===== config.mk =====
export PLATFORM = sky130hd
export DESIGN_NAME = accessory_detect_timing_control
export DESIGN_NICKNAME = d
export VERILOG_FILES = /design/src/acc_pkg.sv /design/src/accessory_detect_timing_control.sv
export VERILOG_INCLUDE_DIRS = /design/src /design/src/src
export SDC_FILE = /design/constraint.sdc
export NUM_CORES = 1
export LEC_CHECK = 0
export BUFFER_PORTS_ARGS = -buffer_cell sky130_fd_sc_hd__buf_2
export CORE_MARGIN = 10
export CORE_UTILIZATION = 61
export DETAILED_ROUTE_END_ITERATION = 8
export PLACE_DENSITY_LB_ADDON = 0.1
export SETUP_SLACK_MARGIN = 0.15
export SLEW_MARGIN = 20
export SYNTH_ARGS = -nofsm -noshare
export SYNTH_HDL_FRONTEND = slang
export SYNTH_SLANG_ARGS = --single-unit

===== constraint.sdc =====
create_clock -name mclk_i -period 6.4 [get_ports mclk_i]
set_input_delay 0.96 -clock mclk_i [delete_from_list [all_inputs] [get_ports mclk_i]]
set_output_delay 0.96 -clock mclk_i [all_outputs]
set_load 0.02 [all_outputs]

===== src/acc_regs.svh =====
// register offsets, field positions, reset values and timing constants
`ifndef ACC_REGS_SVH
`define ACC_REGS_SVH
`define ADDR_W 6
`define DATA_W 24
`define OFF_TIMING 6'h25
`define OFF_FLAGS 6'h26
`define OFF_CTRL 6'h27
`define TIMING_WMASK 24'h0F_FFFF
`define TIMING_RST 24'h00_0000
`define FLAGS_RST 15'h0000
`define FLD_WAKE 3:0
`define FLD_SHORT 7:4
`define FLD_LONG 11:8
`define FLD_SWWAIT 15:12
`define FLD_TD 19:16
`define BIT_VALID 23
`define BIT_ERROR 13
`define BIT_UNKNOWN 14
`define BIT_WAIT 0
`define BIT_MANUAL 1
`define BIT_IDSEL 2
`define FLD_ROUTE 19:17
`define WAIT_RST 1'b1
`define AUTO_RST 1'b1
`define IDSEL_RST 1'b1
`define ROUTE_RST 3'h0
`define LAST_BUTTON 4'hC
`define TICK_NS 1000000
`define CLK_NS 10
`define TICK_W 17
`define MS_W 16
`define ADC_W 10
`define WAKE_BASE_MS 16'h0032
`define WAKE_STEP_MS 16'h0032
`define WAKE_LAST 4'h4
`define WAKE_MAX_MS 16'h012C
`define SHORT_BASE_MS 16'h0064
`define LONG_BASE_MS 16'h012C
`define PRESS_STEP_MS 16'h0064
`define SWWAIT_BASE_MS 16'h000A
`define SWWAIT_STEP_MS 16'h0014
`define TD_BASE_MS 16'h0064
`define TD_STEP_MS 16'h0064
`define IDLE_BASE_MS 16'h03E8
`define IDLE_STEP_MS 16'h03E8
`define ROUTE_OPEN 3'h0
`define ROUTE_UART 3'h3
`endif


===== src/acc_pkg.sv =====
// types shared by the accessory timing and control logic
package acc_pkg;
`include "acc_regs.svh"

	// switch sequencing states
	typedef enum logic [1:0] {
		SW_OPEN = 2'b00,
		SW_WAIT = 2'b01,
		SW_CLOSED = 2'b10
	} sw_state_t;

	// whole state of the block
	typedef struct packed {
		logic [`TICK_W-1:0] tick_cnt;
		logic tick;
		logic [`DATA_W-1:0] timing;
		logic [14:0] flags;
		logic wait_en;
		logic auto_sw;
		logic id_report_select;
		logic [2:0] data_line_route_select;
		logic read_valid_flag;
		sw_state_t sw;
		logic [`MS_W-1:0] sw_cnt;
		logic [`MS_W-1:0] wake_cnt;
		logic [`MS_W-1:0] press_cnt;
		logic [`MS_W-1:0] td_cnt;
		logic [`MS_W-1:0] idle_cnt;
		logic vbus_seen;
		logic td_run;
		logic key_seen;
		logic short_done;
		logic long_done;
		logic adc_seen;
		logic [`ADC_W-1:0] last_adc;
		logic power_save;
		logic [`DATA_W-1:0] rdata;
		logic rvalid;
		logic sample;
		logic report;
		logic key_event;
		logic long_key_event;
		logic powered_id_start;
		logic [2:0] route;
		logic closed;
	} state_t;
endpackage


===== src/accessory_detect_timing_control.sv =====
// accessory detection timing, button flags and switch control
`timescale 1ns/1ps

module accessory_detect_timing_control
	import acc_pkg::*;
#(
	parameter int TICK_CYCLES = `TICK_NS / `CLK_NS
)
(
	input wire logic mclk_i,
	input wire logic rst_i,
	input wire logic [`ADDR_W-1:0] reg_addr_i,
	input wire logic reg_wr_i,
	input wire logic reg_rd_i,
	input wire logic [`DATA_W-1:0] reg_wdata_i,
	output logic [`DATA_W-1:0] reg_rdata_o,
	output logic reg_rvalid_o,
	input wire logic accessory_attached_i,
	input wire logic [2:0] auto_route_i,
	input wire logic standby_i,
	input wire logic vbus_detect_i,
	input wire logic audio_tty_i,
	input wire logic switch_activity_i,
	input wire logic key_down_i,
	input wire logic [3:0] key_code_i,
	input wire logic button_error_i,
	input wire logic adc_done_i,
	input wire logic [`ADC_W-1:0] adc_result_i,
	output logic [2:0] switch_route_o,
	output logic switch_closed_o,
	output logic id_sample_o,
	output logic id_report_o,
	output logic key_event_o,
	output logic long_key_event_o,
	output logic powered_id_start_o,
	output logic power_save_o
);

	// linear time from a code, in ms
	function automatic logic [`MS_W-1:0] lin_ms(
		input logic [3:0] code,
		input logic [`MS_W-1:0] base,
		input logic [`MS_W-1:0] step
	);
		logic [`MS_W-1:0] prod;
		prod = `MS_W'(step * `MS_W'(code));
		return `MS_W'(base + prod);
	endfunction

	// saturating ms counter step
	function automatic logic [`MS_W-1:0] inc_ms(
		input logic [`MS_W-1:0] v
	);
		return (&v) ? v : `MS_W'(v + 1'b1);
	endfunction

	localparam logic [`TICK_W-1:0] TICK_LAST = `TICK_W'(TICK_CYCLES - 1);
	state_t q; // registered state
	state_t d; // next state

	// decoded times in ms
	logic [`MS_W-1:0] wake_ms;
	logic [`MS_W-1:0] short_ms;
	logic [`MS_W-1:0] long_ms;
	logic [`MS_W-1:0] swwait_ms;
	logic [`MS_W-1:0] td_ms;
	logic [`MS_W-1:0] idle_ms;

	// field decode into durations
	always_comb
	begin
		// past the last printed code stays at max
		if (q.timing[`FLD_WAKE] >= `WAKE_LAST)
			wake_ms = `WAKE_MAX_MS;
		else
			wake_ms = lin_ms(q.timing[`FLD_WAKE], `WAKE_BASE_MS, `WAKE_STEP_MS);
		short_ms = lin_ms(q.timing[`FLD_SHORT], `SHORT_BASE_MS, `PRESS_STEP_MS);
		long_ms = lin_ms(q.timing[`FLD_LONG], `LONG_BASE_MS, `PRESS_STEP_MS);
		swwait_ms = lin_ms(q.timing[`FLD_SWWAIT], `SWWAIT_BASE_MS, `SWWAIT_STEP_MS);
		td_ms = lin_ms(q.timing[`FLD_TD], `TD_BASE_MS, `TD_STEP_MS);
		idle_ms = lin_ms(q.timing[`FLD_TD], `IDLE_BASE_MS, `IDLE_STEP_MS);
	end

	// register access strobes
	logic wr_timing;
	logic wr_ctrl;
	logic rd_flags;
	logic [14:0] flag_set; // hardware flag events
	logic wait_rise; // wait bit written 0 to 1
	logic sampling; // periodic sampling active
	assign wr_timing = reg_wr_i && (reg_addr_i == `OFF_TIMING);
	assign wr_ctrl = reg_wr_i && (reg_addr_i == `OFF_CTRL);
	assign rd_flags = reg_rd_i && (reg_addr_i == `OFF_FLAGS);
	assign wait_rise = wr_ctrl && reg_wdata_i[`BIT_WAIT] && !q.wait_en;
	assign sampling = !q.id_report_select || q.power_save || standby_i;

	// next-state logic
	always_comb
	begin
		d = q;
		flag_set = '0;
		// one ms enable pulse
		d.tick = 1'b0;
		if (q.tick_cnt == TICK_LAST)
		begin
			d.tick_cnt = '0;
			d.tick = 1'b1;
		end
		else
			d.tick_cnt = `TICK_W'(q.tick_cnt + 1'b1);
		// one-cycle outputs fall by default
		d.rvalid = 1'b0;
		d.sample = 1'b0;
		d.report = 1'b0;
		d.key_event = 1'b0;
		d.long_key_event = 1'b0;
		d.powered_id_start = 1'b0;
		// register writes
		if (wr_timing)
			d.timing = (reg_wdata_i & `TIMING_WMASK) | (q.timing & ~`TIMING_WMASK);
		if (wr_ctrl)
		begin
			d.wait_en = reg_wdata_i[`BIT_WAIT];
			d.auto_sw = reg_wdata_i[`BIT_MANUAL];
			d.id_report_select = reg_wdata_i[`BIT_IDSEL];
			d.data_line_route_select = reg_wdata_i[`FLD_ROUTE];
		end
		// register reads, answered next cycle
		if (reg_rd_i)
		begin
			d.rvalid = 1'b1;
			d.rdata = '0;
			case (reg_addr_i)
				`OFF_TIMING:
				begin
					d.rdata = q.timing & `TIMING_WMASK;
					d.rdata[`BIT_VALID] = q.read_valid_flag;
				end
				`OFF_FLAGS:
					d.rdata[14:0] = q.flags;
				`OFF_CTRL:
				begin
					d.rdata[`BIT_WAIT] = q.wait_en;
					d.rdata[`BIT_MANUAL] = q.auto_sw;
					d.rdata[`BIT_IDSEL] = q.id_report_select;
					d.rdata[`FLD_ROUTE] = q.data_line_route_select;
				end
				default:
					d.rdata = '0;
			endcase
		end
		// periodic id sampling timer
		if (!sampling)
			d.wake_cnt = '0;
		else if (q.tick)
		begin
			if (inc_ms(q.wake_cnt) >= wake_ms)
			begin
				d.wake_cnt = '0;
				d.sample = 1'b1;
			end
			else
				d.wake_cnt = inc_ms(q.wake_cnt);
		end
		// conversion results, reported on change
		if (adc_done_i && !q.id_report_select)
		begin
			d.read_valid_flag = 1'b1;
			d.adc_seen = 1'b1;
			d.last_adc = adc_result_i;
			if (!q.adc_seen || adc_result_i != q.last_adc)
				d.report = 1'b1;
		end
		// key press monitor
		if (!q.id_report_select || !key_down_i)
		begin
			d.key_seen = 1'b0;
			d.short_done = 1'b0;
			d.long_done = 1'b0;
			d.press_cnt = '0;
		end
		else
		begin
			d.key_seen = 1'b1;
			if (q.tick)
				d.press_cnt = inc_ms(q.press_cnt);
			if (q.key_seen && !q.short_done && q.press_cnt >= short_ms)
			begin
				d.short_done = 1'b1;
				d.key_event = 1'b1;
				if (key_code_i <= `LAST_BUTTON)
					flag_set[key_code_i] = 1'b1;
				else
					flag_set[`BIT_UNKNOWN] = 1'b1;
			end
			if (q.key_seen && !q.long_done && q.press_cnt >= long_ms)
			begin
				d.long_done = 1'b1;
				d.long_key_event = 1'b1;
			end
		end
		if (button_error_i && q.id_report_select)
			flag_set[`BIT_ERROR] = 1'b1;
		// a read clears what it returned; a new event wins
		d.flags = (rd_flags ? 15'h0000 : q.flags) | flag_set;
		// powered accessory identification delay
		d.vbus_seen = vbus_detect_i;
		if (!vbus_detect_i)
		begin
			d.td_run = 1'b0;
			d.td_cnt = '0;
		end
		else if (!q.vbus_seen)
		begin
			d.td_run = 1'b1;
			d.td_cnt = '0;
		end
		else if (q.td_run && q.tick)
		begin
			if (inc_ms(q.td_cnt) >= td_ms)
			begin
				d.td_run = 1'b0;
				d.powered_id_start = 1'b1;
			end
			else
				d.td_cnt = inc_ms(q.td_cnt);
		end
		// inactivity timer for power save
		if (!accessory_attached_i || !audio_tty_i || switch_activity_i)
		begin
			d.idle_cnt = '0;
			d.power_save = 1'b0;
		end
		else if (q.tick && !q.power_save)
		begin
			if (inc_ms(q.idle_cnt) >= idle_ms)
				d.power_save = 1'b1;
			else
				d.idle_cnt = inc_ms(q.idle_cnt);
		end
		// switch sequencing
		case (q.sw)
			SW_OPEN:
			begin
				d.sw_cnt = '0;
				if (accessory_attached_i)
					d.sw = SW_WAIT;
			end
			SW_WAIT:
			begin
				if (!accessory_attached_i)
					d.sw = SW_OPEN;
				else if (!q.wait_en)
				begin
					// held open until software sets the bit
					if (wait_rise)
						d.sw = SW_CLOSED;
				end
				else if (q.tick)
				begin
					if (inc_ms(q.sw_cnt) >= swwait_ms)
						d.sw = SW_CLOSED;
					else
						d.sw_cnt = inc_ms(q.sw_cnt);
				end
			end
			SW_CLOSED:
			begin
				if (!accessory_attached_i)
					d.sw = SW_OPEN;
			end
			default:
				d.sw = SW_OPEN;
		endcase
		// switch positions: manual field or detected type
		d.closed = (d.sw == SW_CLOSED);
		if (!d.closed)
			d.route = `ROUTE_OPEN;
		else if (d.auto_sw)
			d.route = auto_route_i;
		else if (d.data_line_route_select > `ROUTE_UART)
			d.route = `ROUTE_OPEN;
		else
			d.route = d.data_line_route_select;
	end

	// state register with synchronous reset
	always_ff @(posedge mclk_i)
	begin
		if (rst_i)
		begin
			q <= '0;
			q.timing <= `TIMING_RST;
			q.flags <= `FLAGS_RST;
			q.wait_en <= `WAIT_RST;
			q.auto_sw <= `AUTO_RST;
			q.id_report_select <= `IDSEL_RST;
			q.data_line_route_select <= `ROUTE_RST;
			q.sw <= SW_OPEN;
		end
		else
			q <= d;
	end

	// outputs straight from the state register
	assign reg_rdata_o = q.rdata;
	assign reg_rvalid_o = q.rvalid;
	assign switch_route_o = q.route;
	assign switch_closed_o = q.closed;
	assign id_sample_o = q.sample;
	assign id_report_o = q.report;
	assign key_event_o = q.key_event;
	assign long_key_event_o = q.long_key_event;
	assign powered_id_start_o = q.powered_id_start;
	assign power_save_o = q.power_save;

endmodule


# Word level (Yosys, flattened, before mapping)
# Cells that the tools add are included.
# classes
n_eq_ne,14
add_sub_neg,12
multipliers,6
reduce_logical,52
muxes,47
n_lt_le_gt_ge,11
bitwise_logic,12
# ops
operator,n
$mux W16,8
$add A16 B1 Y16 const B,5
$reduce_and A16 Y1,5
$ge A16 B12 Y1,3
$mux W15,3
$mul A5 B4 Y9 const A,4
$pmux W16 S2,1
$add A7 B11 Y12 const A,2
$or A20 B24 Y24,1
$pmux W12 S2,1
$eq A6 B6 Y1 const B,3
$mux W18,1
$add A17 B1 Y17 const B,1
$eq A17 B17 Y1 const B,1
$ge A16 B10 Y1,1
$ge A16 B11 Y1,1
$ge A16 B15 Y1,1
$add A10 B14 Y15 const A,1
$mux W1,15
$or A15 B15 Y15,1
$logic_and A1 B1 Y1,14
$mux W14,1
$mux W2,7
$reduce_or A2 Y1,7
32 further kinds,66
# totals
output_inout_bits,35
register_bits,196

# Longest topological paths before layout
# Gate-level depths: netlist (run 1).
# depth
ltp_word,11
mapped_depth,21

# Worst setup path before layout (run 1)
# Ideal clock, no wire load.
# synth_timing
path_kind,flip-flop to flip-flop
startpoint,reg q[171] in the netlist's numbering
endpoint,reg q[61] in the netlist's numbering
arrival_ps,5193
setup_ps,116
path_slack_ps,1091
required_ps,6284
stages_incl_launch_ff,22
n_path_buf,2
cell_sequence,dfxtp_1 -> clkbuf_1 -> inv_1 -> fa_1 -> inv_1 -> fa_1 -> a21o_1 -> a21oi_1 -> o21bai_1 -> a21oi_1 -> xor2_1 -> or4b_2 -> xnor2_1 -> ha_1 -> a211oi_1 -> o31ai_1 -> a221oi_1 -> o22ai_1 -> nor3_4 -> buf_4 -> a21oi_1 -> a31o_2
# synth_via
elab_chain_cells,5
# synth_rtl
item,line,rtl
start: declaration,accessory_detect_timing_control.sv:58,state_t q;
$mul A7 B4 Y11,accessory_detect_timing_control.sv:46,prod = `MS_W'(step * `MS_W'(code));
$add A10 B14 Y15,accessory_detect_timing_control.sv:47,return `MS_W'(base + prod);
$ge A16 B15 Y1,accessory_detect_timing_control.sv:236,if (inc_ms(q.idle_cnt) >= idle_ms)
$not A1 Y1 (no source line),--,
$reduce_and A2 Y1 (no source line),--,
# Every way passes these cells.
# A chain may end at the register's enable or synchronous reset.

# Worst setup path in the final report (run 1)
# layout_timing
startpoint,reg q[173] in the netlist's numbering
endpoint,reg q[58] in the netlist's numbering
# Same word-level chain as after synthesis.

==> results of run 1 <==
==> worst paths after layout <==
| path | cells past startpoint | start | slack, ps | to |
|---|---|---|---|---|
| max | 21 | q[173] | 540 | q[58] |
| min | 1 | q[46] | 430 | long_key_event_o |
| max reg2reg | 21 | q[173] | 540 | q[58] |
| min reg2reg | 1 | q[46] | 430 | long_key_event_o |
==> area by class of cell <==
type	count	share of cell area [%]
Inverter	69	1.95
Clock buffer	19	3.33
Timing Repair Buffer	94	3.69
Clock inverter	13	0.959
Tap cell	265	2.49
Multi-Input combinational cell	1125	59.1
Sequential cell	189	28.4
==> placed cells by master, fill, tap and decap left out, types with 17 or more instances in the layout <==
cell / netlist / routed
o21ai_0: 33 / 33
nor2b_1: 27 / 26
nand2_1: 156 / 156
nor3_1: 21 / 21
ha_1: 125 / 125
a21oi_1: 109 / 109
xor2_1: 55 / 55
buf_2: 6 / 86
and3_1: 28 / 28
inv_1: 69 / 69
xnor2_1: 74 / 74
and2_1: 19 / 19
nand3_1: 47 / 47
nand4_1: 30 / 30
nor2_1: 128 / 128
clkbuf_16: 0 / 17
dfxtp_1: 189 / 189
==> flip-flops by register name, summed over array words and instances (netlist names) <==
signal / count
key_event_o: 1
reg_rdata_o: 21
long_key_event_o: 1
powered_id_start_o: 1
id_sample_o: 1
q: 157
switch_closed_o: 1
id_report_o: 1
switch_route_o: 3
reg_rvalid_o: 1
power_save_o: 1
==> per-stage QoR <==
| step | std cells | cell area [sq um] | hold slack [ps] | setup slack, ps | total power, mW |
|---|---|---|---|---|---|
| detailed placement | 1742 | 12700 | 411 | 625 | 1.31 |
| global placement | 1742 | 12700 | 415 | 802 | 1.31 |
| CTS | 1774 | 13300 | 425 | 601 | 2.34 |
| global route | 1774 | 13300 | 438 | 176 | 2.40 |
| floorplan | 1463 | 12300 | 402 | 1090 | 1.27 |
| finish | 1774 | 13300 | 429 | 541 | 2.33 |
==> power by group <==
group | internal [mW] | switching [mW]
sequential | 1.18 | 0.00488
clock | 0.557 | 0.488
combinational | 0.0348 | 0.0621
==> critical path, delay by kind of cell, from the launching register on <==
kind / cells / cell delay, ps
simple gates: 3 / 1260
flops: 1 / 450
fa+ha+maj: 4 / 1770
buf+inv: 3 / 370
compound gates: 9 / 1650
xor+xnor: 2 / 290
==> metal layers <==
layer / routed length [um] / share of wire [%] / track usage, % / vias up
met3: 1400 / 4.9 / 3.89 / 26
met1: 13600 / 48 / 28.1 / 4893
met4: 358 / 1.3 / 5.79 / 0
li1: - / - / - / 5240
met5: 0 / 0 / 0 / -
met2: 13200 / 46 / 35.2 / 237
==> kinds of logic after synthesis <==
group | after synthesis | synth area share, %
AND/OR/NAND/NOR | 553 | 22.7
AO/OA/AOI/OAI | 286 | 15.9
flip-flops | 189 | 30.7
buffers and inverters | 149 | 5.49
adder cells (fa/ha/maj) | 137 | 14.7
XOR/XNOR | 129 | 9.17
multiplexers | 17 | 1.41
other | 1 | 0.0304
==> results by group, run 1 <==
Clock tree
  • Num CTS Buffers: 17
  • Hold buffers post-CTS: 0
  • Clock buffer depth: 2
  • # Post-CTS Setup Buffers: 0
  • Clk_lat worst skew: 440 ps
  • TritonCTS clock tree: built
  • CTS Root Buffer Type: clkbuf_16
  • Post-cts sizing count: 0
  • H-tree depth: 4
  • TritonCTS Sinks: 189
  • Clk pin slew, worst setup/hold paths: 70 ps

Logic synthesis
  • Post-synthesis cell type count: 74
  • Cell with the most instances after synthesis: dfxtp_1
  • Post-synthesis sequential area ratio: 30.7%
  • Mapped Area: 12300 sq um
  • Post-synth top area share: 30.7%
  • Async SR Flop Fraction: 0%
  • Avg Cell Area, Syn: 8.43 sq um
  • Synthesized flop and latch total: 189
  • Top post-synthesis cells by area: dfxtp_1 (31%), ha_1 (13%), xnor2_1 (5.3%)
  • Cells after synthesis: 1461
  • Post-synth top area cell: dfxtp_1
  • Synth warnings: 0
  • Synth Flop Type: dfxtp_1
  • Most frequent cells after synthesis: dfxtp_1 (189), nand2_1 (156), nor2_1 (128), ha_1 (125), a21oi_1 (109)
  • Number of synthesized flops with an enable pin: 0

STA
  • Slew Limit Fails: 0
  • Min Tclk post-route: 5860 ps
  • Layout Skew: 11.9 ps
  • Fin. Hold Viols: 0
  • Fin Setup TNS: 0 ps
  • Worst slew pin tran: 975 ps
  • Relative slew slack: 35.0%
  • Final setup fails: 0
  • Fmax: 0.171 GHz
  • Fin crit share: 91.6%
  • RSZ-0062 raised after global routing: no

Worst setup path
  • Worst path cell trace: fa_1 -> inv_1 -> fa_1 -> inv_1 -> ha_1 -> a21o_1 -> a21oi_1 -> o21bai_1 -> a21oi_1 -> xor2_1 -> or4b_2 -> xnor2_1 -> ha_1 -> o21a_1 -> o21ai_0 -> or4_1 -> o22ai_1 -> nor3_4 -> buf_4 -> a211oi_1 -> a31o_2
  • Crit-path slowest cell: or4b_2
  • WS Path Type: register to register
  • Critical path peak fanout: 28
  • Worst path required time: 6790 ps
  • Critical path arrival: 6250 ps
  • Worst setup EP type: register
  • Crit-path max cell delay: 660 ps
  • CP startpoint kind: register

GRT
  • Initial antenna violation count: 0
  • Tot GR Track Use: 21.4%
  • Vias in the first global route: 9730
  • Pin count of the biggest net entering global routing: 41
  • GRT overflow: 0
  • First-pass GRT wire length: 47100 um

Floorplan
  • Die Span X: 162 um
  • Starting density of the core: 62.7%
  • Die ar.: 26300 sq um
  • I/O Pins: 94
  • Std-Cell Rows: 51
  • Die H: 162 um
  • CORE AREA: 19700 sq um

Final layout
  • N_diodes: 0
  • Fin util: 67.7%
  • Final nets: 1692
  • Area Overhead vs Synth: 8.01%
  • Fill count: 1671
  • Share of layout cells above drive strength 1: 11.0%
  • Seq. cell area: 3780 sq um
  • Area of the multi-input gates: 7870 sq um

Route
  • Post-route ant nets: 0
  • Drt drc: 0
  • DRC marker count from the first detailed-route iteration: 857
  • Via count: 10396
  • Routed wire length per instance: 16.1 um
  • Post-Route WL: 28600 um
  • Vias/cell: 5.86
  • Pre-antenna DRT Iters: 6

Run
  • Maxcap violations: 0

Placement
  • GP Congestion: 0.890
  • IO buf count: 86
  • DP HPWL: 21200 um

Power
  • PwrDens: 175 nW/um^2
  • Static leakage: 5.69 nW
  • VDD IR max: 0.168 mV

Status
  • Status: complete, no violations

Hold path
  • Min-Delay Path Class: register to register
No activity file was read; power rests on OpenSTA's default activity.
==> run 2, diff against run 1 <==
- MAX_ROUTING_LAYER: default -> met4
==> run 2 against run 1 <==
Net effect:
- die area did not move
- via count barely moved
- wire length barely moved
- hold slack barely moved
- critical endpoint unchanged
- largest power group unchanged
- highest routed layer unchanged
==> results by group, run 2 (synthesized netlist as in run 1, its figures left out) <==
Status
  • Status: complete, no violations (unchanged)

STA
  • Min Tclk post-route: 5840 ps (was 5860 ps)
  • Fin. Hold Viols: 0 (unchanged)
  • Final setup fails: 0 (unchanged)
  • Fin crit share: 91.2% (was 91.6%)
  • Worst slew pin tran: 999 ps (was 975 ps)
  • Slew Limit Fails: 0 (unchanged)
  • RSZ-0062 raised after global routing: no (unchanged)
  • Relative slew slack: 33.4% (was 35.0%)
  • Fmax: 0.171 GHz (about the same)
  • Fin Setup TNS: 0 ps (unchanged)
  • Layout Skew: 12.4 ps (was 11.9 ps)

Hold path
  • Min-Delay Path Class: register to register (unchanged)
  • Worst Hold Path EP: long_key_event_o (unchanged)
  • Hold Crit Start: q[46] (unchanged)
  • Hold Path Depth: 1 (unchanged)

Worst setup path
  • Worst R2R Start: q[172] (was q[173])
  • R2r endpoint: q[58] (unchanged)
  • Worst setup EP type: register (unchanged)
  • Worst setup startpoint: q[172] (was q[173])
  • Critical path arrival: 6220 ps (was 6250 ps)
  • Worst r2r path cells: 21 (unchanged)
  • WS Path Type: register to register (unchanged)
  • Worst path required time: 6790 ps (about the same)
  • R2R Setup Slk: 560 ps (was 540 ps)
  • CP startpoint kind: register (unchanged)
  • Critical path peak fanout: 28 (unchanged)

Power
  • PwrDens: 175 nW/um^2 (about the same)
  • VDD IR max: 0.169 mV (was 0.168 mV)
  • Static leakage: 5.69 nW (unchanged)

GRT
  • Tot GR Track Use: 22.0% (was 21.4%)
  • Initial antenna violation count: 0 (unchanged)
  • First-pass GRT wire length: 47200 um (was 47100 um)
  • GRT overflow: 0 (unchanged)
  • Pin count of the biggest net entering global routing: 41 (unchanged)
  • Vias in the first global route: 9718 (was 9730)

Placement
  • DP HPWL: 21200 um (unchanged)
  • IO buf count: 86 (unchanged)
  • GP Congestion: 0.905 (was 0.890)

Final layout
  • Share of layout cells above drive strength 1: 11.0% (unchanged)
  • Most frequent cells in the layout: dfxtp_1 (189), nand2_1 (156), nor2_1 (128), ha_1 (125), a21oi_1 (109) (unchanged)
  • Max reg flops: 157 (unchanged)
  • Area Overhead vs Synth: 8.01% (unchanged)
  • Fin util: 67.7% (unchanged)
  • Fill count: 1671 (unchanged)
  • N_diodes: 0 (unchanged)
  • Largest register by flop count: q (unchanged)
  • Final nets: 1692 (unchanged)
  • Commonest non-fill, non-tap cell in the layout: dfxtp_1 (unchanged)

Clock tree
  • H-tree depth: 4 (unchanged)
  • TritonCTS clock tree: built (unchanged)
  • Post-cts sizing count: 0 (unchanged)
  • Num CTS Buffers: 17 (unchanged)
  • Clk_lat worst skew: 440 ps (about the same)
  • Clock buffer depth: 2 (unchanged)
  • TritonCTS Sinks: 189 (unchanged)
  • Hold buffers post-CTS: 0 (unchanged)
  • Clk pin slew, worst setup/hold paths: 70 ps (about the same)
  • CTS Root Buffer Type: clkbuf_16 (unchanged)
  • # Post-CTS Setup Buffers: 0 (unchanged)

Run
  • Maxcap violations: 0 (unchanged)

Route
  • Post-Route WL: 28700 um (was 28600 um)
  • Drt drc: 0 (unchanged)
  • Routed wire length per instance: 16.2 um (was 16.1 um)
  • Vias/cell: 5.86 (about the same)
  • Pre-antenna DRT Iters: 6 (unchanged)
  • Via count: 10392 (was 10396)
  • DRC marker count from the first detailed-route iteration: 777 (was 857)
  • Post-route ant nets: 0 (unchanged)

Floorplan
  • I/O Pins: 94 (unchanged)
  • Starting density of the core: 62.7% (unchanged)
  • CORE AREA: 19700 sq um (unchanged)
  • Std-Cell Rows: 51 (unchanged)
  • Die H: 162 um (unchanged)
  • Die Span X: 162 um (unchanged)
  • Die ar.: 26300 sq um (unchanged)
## run 2: cell counts in the layout (fill, tap and decap cells not counted)
Identical to the previous run, type by type.
## run 2: power breakdown
group | switching [mW] | internal (mW)
clock network | 0.489 | 0.557
registers | 0.00488 | 1.18
logic | 0.0621 | 0.0348
## run 2: worst max path at each step
stage	depth (start not counted)	to
after floorplan	21	q[61]
after global placement	21	q[58]
after detailed placement	21	q[58]
after CTS	21	q[58]
after global routing	21	q[58]
final	21	q[58]
## run 2: per-layer routing
metal  track usage (%)  vias to the layer above  routed length, um  part of all wire, %
met3              3.72                       30               1360                  4.7
met2              35.1                      221              13200                   46
li1                  -                     5233                  -                    -
met4              5.79                        0                409                  1.4
met1              28.3                     4908              13700                   48
met5                 -                        -                  0                    0
## run 2: critical path, cell delays in order, from the launching register on
cell	delay, ps
dfxtp_1	440
fa_1	670
inv_1	100
fa_1	490
inv_1	40
ha_1	320
a21o_1	170
a21oi_1	220
o21bai_1	100
a21oi_1	180
xor2_1	120
or4b_2	660
xnor2_1	160
ha_1	310
o21a_1	110
o21ai_0	100
or4_1	530
o22ai_1	370
nor3_4	70
buf_4	230
a211oi_1	260
a31o_2	130
## run 2: cell type report
cell class,instances,area [sq um],share of cell area (%)
multi-input combinational,1125,7870,59.1
tap,265,332,2.49
clock buffer,19,443,3.33
inverter,69,259,1.95
timing repair buffer,94,490,3.69
clock inverter,13,128,0.959
sequential,189,3780,28.4
## run 2: through the flow
stage | instances | total power [mW] | cell area, sq um | worst slack [ps] | hold WS (ps)
6_report | 1774 | 2.33 | 13300 | 562 | 429
5_1_grt | 1774 | 2.40 | 13300 | 177 | 438
4_1_cts | 1774 | 2.34 | 13300 | 601 | 425
3_5_place_dp | 1742 | 1.31 | 12700 | 625 | 411
3_3_place_gp | 1742 | 1.31 | 12700 | 802 | 415
2_1_floorplan | 1463 | 1.27 | 12300 | 1090 | 402
